==> src/encdw_pkg.sv <==
`default_nettype none

package encdw_pkg;

    // ------------------------------------------------------------------
    // Timing
    // ------------------------------------------------------------------
    localparam int CLK_PERIOD_PS     = 4000;
    localparam int MAX_CYCLE_RATE_HZ = 3000000;
    localparam int MAX_COUNT_RATE_HZ = 12000000;
    localparam int MIN_EDGE_NS       = 1000000000 / MAX_COUNT_RATE_HZ;
    localparam int MIN_EDGE_CYC      = (MIN_EDGE_NS * 1000) / CLK_PERIOD_PS;
    localparam int FILT_CYC_DEF      = 2;
    localparam int WDOG_TIMEOUT_US   = 1000;
    localparam int WDOG_TIMEOUT_CYC  = (WDOG_TIMEOUT_US * 1000000) / CLK_PERIOD_PS;

    // ------------------------------------------------------------------
    // Widths and reset values
    // ------------------------------------------------------------------
    localparam int          POS_W      = 32;
    localparam int          FILT_W     = 3;
    localparam int          WDOG_W     = 32;
    localparam int          CH_A       = 2;
    localparam int          CH_B       = 1;
    localparam int          CH_IDX     = 0;
    localparam logic [POS_W-1:0] POS_RST = 32'h0000_0000;

    // ------------------------------------------------------------------
    // Types
    // ------------------------------------------------------------------
    typedef enum logic [1:0] {
        STEP_NONE = 2'b00,
        STEP_UP   = 2'b01,
        STEP_DOWN = 2'b10
    } encdw_step_t;

    typedef enum logic [1:0] {
        WD_POWERUP = 2'b00,
        WD_RUN     = 2'b01,
        WD_TRIPPED = 2'b10
    } encdw_wd_state_t;

    typedef struct packed {
        logic encoder_phase_a_p;
        logic encoder_phase_a_n;
        logic encoder_phase_b_p;
        logic encoder_phase_b_n;
        logic index_p;
        logic index_n;
    } encdw_enc_in_t;

    typedef struct packed {
        logic diff_mode;
        logic pulse_dir_mode;
        logic index_sync_en;
        logic index_clear_en;
    } encdw_axis_cfg_t;

    typedef struct packed {
        logic [2:0]       raw;
        logic [FILT_W-1:0] stab;
        logic [2:0]       filt;
        logic [POS_W-1:0] pos;
        logic [POS_W-1:0] idx_pos;
        logic             idx_evt;
    } encdw_axis_st_t;

    // ------------------------------------------------------------------
    // Functions
    // ------------------------------------------------------------------
    function automatic logic encdw_line(input logic p, input logic n, input logic diff,
                                        input logic hold);
        if (!diff) begin
            return p;
        end
        return (p != n) ? p : hold;
    endfunction : encdw_line

    function automatic encdw_step_t encdw_qstep(input logic [1:0] prev, input logic [1:0] cur);
        encdw_step_t s;
        s = STEP_NONE;
        unique case ({prev, cur})
            4'b0010, 4'b1011, 4'b1101, 4'b0100: s = STEP_UP;
            4'b0001, 4'b0111, 4'b1110, 4'b1000: s = STEP_DOWN;
            default:                            s = STEP_NONE;
        endcase
        return s;
    endfunction : encdw_qstep

endpackage : encdw_pkg

`default_nettype wire

==> src/encdw_top.sv <==
`timescale 1ns/1ps
`default_nettype none

module encdw_top
    import encdw_pkg::*;
#(
    parameter int NUM_AXES         = 2,
    parameter int FILT_CYC         = FILT_CYC_DEF,
    parameter int WDOG_TIMEOUT_CLK = WDOG_TIMEOUT_CYC
) (
    input  wire logic                            MCLK,
    input  wire logic                            RESET,
    input  wire encdw_enc_in_t   [NUM_AXES-1:0]  ENC_IN,
    input  wire encdw_axis_cfg_t [NUM_AXES-1:0]  AXIS_CFG,
    input  wire logic                            WDOG_KICK,
    output logic [NUM_AXES-1:0][POS_W-1:0]       POSITION,
    output logic [NUM_AXES-1:0][POS_W-1:0]       INDEX_POSITION,
    output logic [NUM_AXES-1:0]                  INDEX_EVENT,
    output logic [NUM_AXES-1:0]                  AXIS_ERROR,
    output logic                                 AMP_ENABLE_OUT
);

    // ------------------------------------------------------------------
    // Parameter checks
    // ------------------------------------------------------------------
    initial begin
        if (NUM_AXES < 1) begin
            $error("NUM_AXES must be at least 1");
        end
        if (FILT_CYC < 1 || FILT_CYC > 7) begin
            $error("FILT_CYC must lie in 1..7");
        end
        if (FILT_CYC + 2 >= MIN_EDGE_CYC) begin
            $error("FILT_CYC too long for the maximum count rate");
        end
    end

    // ------------------------------------------------------------------
    // State
    // ------------------------------------------------------------------
    typedef struct packed {
        encdw_axis_st_t [NUM_AXES-1:0] ax;
    } encdw_state_t;

    encdw_state_t state_q;
    encdw_state_t state_d;

    logic wd_amp_en;
    logic wd_fault;

    // ------------------------------------------------------------------
    // Per-axis decode
    // ------------------------------------------------------------------
    always_comb begin
        encdw_axis_st_t  cur;
        encdw_axis_cfg_t cfg;
        encdw_enc_in_t   pin;
        encdw_step_t     step;
        logic [2:0]      raw;
        logic [2:0]      nfilt;
        logic [POS_W-1:0] npos;
        cur     = '0;
        cfg     = '0;
        pin     = '0;
        step    = STEP_NONE;
        raw     = '0;
        nfilt   = '0;
        npos    = '0;
        state_d = state_q;
        for (int i = 0; i < NUM_AXES; i++) begin
            cur = state_q.ax[i];
            cfg = AXIS_CFG[i];
            pin = ENC_IN[i];

            // Line receivers, differential pair or single-ended
            raw[CH_A]   = encdw_line(pin.encoder_phase_a_p, pin.encoder_phase_a_n,
                                     cfg.diff_mode, cur.raw[CH_A]);
            raw[CH_B]   = encdw_line(pin.encoder_phase_b_p, pin.encoder_phase_b_n,
                                     cfg.diff_mode, cur.raw[CH_B]);
            raw[CH_IDX] = encdw_line(pin.index_p, pin.index_n,
                                     cfg.diff_mode, cur.raw[CH_IDX]);

            // Glitch filter, short against the fastest legal edge spacing
            if (raw == cur.raw) begin
                if (cur.stab < FILT_W'(FILT_CYC - 1)) begin
                    state_d.ax[i].stab = cur.stab + FILT_W'(1);
                end
            end else begin
                state_d.ax[i].stab = '0;
            end
            state_d.ax[i].raw = raw;
            if (raw == cur.raw && cur.stab >= FILT_W'(FILT_CYC - 1)) begin
                nfilt = raw;
            end else begin
                nfilt = cur.filt;
            end
            state_d.ax[i].filt = nfilt;

            // Count step
            npos = cur.pos;
            if (cfg.pulse_dir_mode) begin
                step = STEP_NONE;
                if (!cur.filt[CH_A] && nfilt[CH_A]) begin
                    step = nfilt[CH_B] ? STEP_UP : STEP_DOWN;
                end
            end else begin
                step = encdw_qstep(cur.filt[CH_A:CH_B], nfilt[CH_A:CH_B]);
            end
            unique case (step)
                STEP_UP:   npos = cur.pos + POS_W'(1);
                STEP_DOWN: npos = cur.pos - POS_W'(1);
                STEP_NONE: npos = cur.pos;
                default:   npos = cur.pos;
            endcase

            // Index reference
            state_d.ax[i].idx_evt = 1'b0;
            if (cfg.index_sync_en && !cur.filt[CH_IDX] && nfilt[CH_IDX]) begin
                state_d.ax[i].idx_pos = npos;
                state_d.ax[i].idx_evt = 1'b1;
                if (cfg.index_clear_en) begin
                    npos = POS_RST;
                end
            end
            state_d.ax[i].pos = npos;
        end
    end

    always_ff @(posedge MCLK or posedge RESET) begin
        if (RESET) begin
            for (int i = 0; i < NUM_AXES; i++) begin
                state_q.ax[i].raw     <= '0;
                state_q.ax[i].stab    <= '0;
                state_q.ax[i].filt    <= '0;
                state_q.ax[i].pos     <= POS_RST;
                state_q.ax[i].idx_pos <= POS_RST;
                state_q.ax[i].idx_evt <= 1'b0;
            end
        end else begin
            state_q <= state_d;
        end
    end

    // ------------------------------------------------------------------
    // Watchdog
    // ------------------------------------------------------------------
    encdw_wdog #(
        .TIMEOUT_CYC (WDOG_TIMEOUT_CLK)
    ) u_wdog (
        .clk    (MCLK),
        .rst    (RESET),
        .kick   (WDOG_KICK),
        .amp_en (wd_amp_en),
        .fault  (wd_fault)
    );

    // ------------------------------------------------------------------
    // Outputs
    // ------------------------------------------------------------------
    always_comb begin
        for (int i = 0; i < NUM_AXES; i++) begin
            POSITION[i]       = state_q.ax[i].pos;
            INDEX_POSITION[i] = state_q.ax[i].idx_pos;
            INDEX_EVENT[i]    = state_q.ax[i].idx_evt;
        end
    end

    assign AXIS_ERROR     = {NUM_AXES{wd_fault}};
    assign AMP_ENABLE_OUT = wd_amp_en;

endmodule : encdw_top

`default_nettype wire

==> src/encdw_wdog.sv <==
`timescale 1ns/1ps
`default_nettype none

module encdw_wdog
    import encdw_pkg::*;
#(
    parameter int TIMEOUT_CYC = WDOG_TIMEOUT_CYC
) (
    input  wire logic clk,
    input  wire logic rst,
    input  wire logic kick,
    output logic      amp_en,
    output logic      fault
);

    initial begin
        if (TIMEOUT_CYC < 2) begin
            $error("TIMEOUT_CYC must be at least 2");
        end
    end

    typedef struct packed {
        encdw_wd_state_t   st;
        logic [WDOG_W-1:0] cnt;
        logic              amp_en;
        logic              fault;
    } encdw_wd_t;

    encdw_wd_t state_q;
    encdw_wd_t state_d;

    // ------------------------------------------------------------------
    // Next state
    // ------------------------------------------------------------------
    always_comb begin
        state_d = state_q;
        unique case (state_q.st)
            WD_POWERUP: begin
                state_d.st  = WD_RUN;
                state_d.cnt = '0;
            end
            WD_RUN: begin
                if (kick) begin
                    state_d.cnt = '0;
                end else if (state_q.cnt >= WDOG_W'(TIMEOUT_CYC - 1)) begin
                    state_d.st = WD_TRIPPED;
                end else begin
                    state_d.cnt = state_q.cnt + WDOG_W'(1);
                end
            end
            WD_TRIPPED: begin
                state_d.st = WD_TRIPPED;
            end
            default: begin
                state_d.st = WD_TRIPPED;
            end
        endcase
        state_d.amp_en = (state_d.st == WD_RUN);
        state_d.fault  = (state_d.st != WD_RUN);
    end

    always_ff @(posedge clk or posedge rst) begin
        if (rst) begin
            state_q.st     <= WD_POWERUP;
            state_q.cnt    <= '0;
            state_q.amp_en <= 1'b0;
            state_q.fault  <= 1'b1;
        end else begin
            state_q <= state_d;
        end
    end

    assign amp_en = state_q.amp_en;
    assign fault  = state_q.fault;

endmodule : encdw_wdog

`default_nettype wire

==> config.mk <==
export PLATFORM = sky130hd
export DESIGN_NAME = encdw_top
export DESIGN_NICKNAME = d
export VERILOG_FILES = /design/src/encdw_pkg.sv /design/src/encdw_top.sv /design/src/encdw_wdog.sv
export SDC_FILE = /design/constraint.sdc
export NUM_CORES = 1
export LEC_CHECK = 0
export BUFFER_PORTS_ARGS = -buffer_cell sky130_fd_sc_hd__buf_4
export CAP_MARGIN = 20
export CORE_MARGIN = 5
export CORE_UTILIZATION = 45
export CTS_CLUSTER_SIZE = 8
export DETAILED_ROUTE_END_ITERATION = 16
export GPL_ROUTABILITY_DRIVEN = 0
export HOLD_SLACK_MARGIN = 0.12
export MAX_ROUTING_LAYER = met4
export PLACE_DENSITY_LB_ADDON = 0.2
export SLEW_MARGIN = 40
export SYNTH_ARGS = -nofsm -noshare
export SYNTH_HDL_FRONTEND = slang
export SYNTH_SLANG_ARGS = --single-unit
==> constraint.sdc <==
create_clock -name MCLK -period 6.8 [get_ports MCLK]
set_input_delay 0.34 -clock MCLK [delete_from_list [all_inputs] [get_ports MCLK]]
set_output_delay 0.34 -clock MCLK [all_outputs]
set_load 0.05 [all_outputs]
==> results.toml <==
[pwr]
power_mw = 4.890
p_leak_nw = 5.975
power.density_nw_per_um2 = 342.8
ir_worst_vdd_mv = 0.2407

[clock_network]
clock_sinks = 184
cts_tree = "yes"
root_buffer = "clkbuf_16"
cts_htree_levels = 4
numCtsBuffers = 17
cts.clk_slew.worst_paths_ns = 0.09
clk-insertion-delay-late_ns = 0.46
clock_path_buffers = 2

[synthesis]
synthDistinctLibCells = 90
synthArstFlopShare = 1.000
synthFlopType = "dfrtp_1"
ys_warn_count = 0
synth_seq_area_share = 0.3457
yosysTopAreaCell = "dfrtp_1"
ys_top_cells_by_count = "nor2_1 (185), dfrtp_1 (183), nand2_1 (141), buf_4 (135), o21ai_0 (125)"
synth_edf_count = 0
yosysMostFrequentCell = "nor2_1"
synth-seq-cells = 184
synth_nets = 1684
synth_area_um2 = 13320
syn_inst = 1648
synth_area_per_cell_um2 = 8.083
synthTopCellsByArea = "dfrtp_1 (34%), buf_4 (7.6%), nor2_1 (5.2%), o21ai_0 (4.7%), xnor2_1 (4.5%)"
synth_top_area_share = 0.3438

[run_status]
status = "finished, final reports clean"

[sta]
skew_ns = 0.01995
maxSlewViolCount = 0
tightest_slew_ns = 0.7611
max_freq_mhz = 187.8
tns_ns = 0
min_period_ns = 5.325
slew_headroom = 0.4926
setup-violations-final = 0
hold_viol_final = 0
rsz0062_at_grt = "false"
finalCritPeriodShare = 0.7830

[worst_setup_path]
start_kind = "register"
path_cells = "xnor2_1 -> a21oi_1 -> a311oi_1 -> and2_1 -> nor2b_1 -> a21boi_0 -> ha_2 -> inv_1 -> buf_4 -> o32a_1 -> or4b_4 -> and3_4 -> or4_4 -> a31oi_1"
end_kind = "register"
critical_path.slowest_cell = "ha_2"
arrival_ns = 5.70
crit_required_ns = 7.18
crit_fanout = 30
slowest_delay_ns = 0.58
critical_path_class = "register to register"

[die]
dieArea_um2 = 33140
io_pins = 156
row_count = 63
chipHeight_um = 182.1
coreArea_um2 = 29400
fp.dieW_um = 182.1
start_util = 0.4531

[final_layout]
diodes = 0
nets = 1617
fill_cells = 2858
regArea_um2 = 4606
multiInputGateArea_um2 = 7073
area_growth_pct = 7.063
drive_gt1_frac = 0.1543

[place]
hpwl_um = 24180
port_buffers = 155

[route]
topRoutingLayerUsed = "met4"
post_drt_wl_per_cell_um = 17.49
route.met2.wl_um = 16240
dr.first_iter.drc_count = 1086
avgViaCountPerCell = 5.797
ant_nets = 0
route.detailed.drc = 0
first_pass_iters = 6
vias = 11500
route.met3.wl_um = 1591
routed_wl_um = 34690
wl_met1_um = 16120

[flow_run]
max-cap-violations = 0

[global_routing]
grt_pass1_vias = 11030
grt_remaining_overflow = 0
antenna_found_initial = 0
gr-usage-all-layers = 0.2127
grt_max_degree = 150
grt_pass1_wl_um = 57360

[min_path]
hold_path_class = "primary input to register"
cells by family after synthesis:
family,after synthesis,synth area share
AND/OR/NAND/NOR,620,0.2302
AO/OA/AOI/OAI,424,0.2124
buffers and inverters,297,0.1246
flip-flops,184,0.3457
XOR/XNOR,91,0.05983
multiplexers,19,0.01503
adder cells (fa/ha/maj),13,0.01221
critical path: cells and delay by family (launching register included):
kind            cells  cell delay [ns]
simple gates        5             1.81
buf+inv             2             0.88
compound gates      5             1.43
flops               1             0.41
fa+ha+maj           1             0.58
xor+xnor            1             0.14
power by group:
group          internal (mW)  switching (mW)
logic                  0.674            1.38
registers               1.32           0.477
clock network          0.505           0.527
total                   2.50            2.39
cell type report:
| class | instances | share of cell area |
|---|---|---|
| inverters | 40 | 0.01167 |
| repair buffers | 171 | 0.09159 |
| clock buffers | 17 | 0.02983 |
| clock inverters | 15 | 0.01386 |
| multi-input cells | 1167 | 0.4959 |
| flip-flops and latches | 184 | 0.3229 |
| well taps | 390 | 0.03421 |
metal layers:
| layer | vias up | global-route usage |
|---|---|---|
| met4 | 0 | 0.05974 |
| met5 | - | - |
| met1 | 5530 | 0.2876 |
| met3 | 54 | 0.03249 |
| met2 | 366 | 0.3348 |
| li1 | 5551 | - |
through the flow:
step	cell area [um^2]	hold WS (ns)	setup WS [ns]	cells	util
global placement	13590	0.4673	1.676	1950	0.4621
global route	14260	0.1928	1.010	1984	0.4851
finish	14260	0.1961	1.475	1984	0.4851
floorplan	13320	0.4502	1.326	1648	-
detailed placement	13600	0.4726	1.428	1950	0.4625
CTS	14230	0.1743	1.491	1983	0.4840
state kept, by name, summed over array words and instances, names as in the netlist:
signal and flops:
INDEX_POSITION 64, POSITION 64, u_wdog.state_q 34, state_q 18, INDEX_EVENT 2, u_wdog.amp_en 1
u_wdog.fault 1
worst paths after layout:
| check | to | start | cells after the start | slack [ns] |
|---|---|---|---|---|
| worst max register to register | INDEX_POSITION[58] | state_q[146] | 14 | 1.48 |
| worst min register to register | INDEX_POSITION[12] | INDEX_POSITION[12] | 2 | 0.49 |
| worst min-delay path | u_wdog.state_q[2] | WDOG_KICK | 3 | 0.20 |
| worst max-delay path | INDEX_POSITION[58] | state_q[146] | 14 | 1.48 |
| max in group asynchronous | POSITION[50] | RESET | 5 | 5.15 |
| min in group asynchronous | state_q[71] | RESET | 3 | 0.39 |
layout by cell type, fill, tap and decap left out, types with 18 or more instances in the layout:
cell	instances
nor2_1	185
a21oi_1	79
buf_4	169
nor2b_1	20
nand2_1	141
inv_1	38
xor2_1	22
dfrtp_1	183
and2_1	26
a31oi_1	25
nand3_1	39
o21ai_0	125
nor3_1	68
and3_1	19
a21o_1	18
xnor2_1	69
what timing repair did:
item | CTS | global route
gates resized for setup | 0 | 0
setup buffers | 0 | 0
endpoints found under the hold margin | 147 | 0
hold buffers | 1 | 0
No activity file was read; power rests on OpenSTA's default activity.
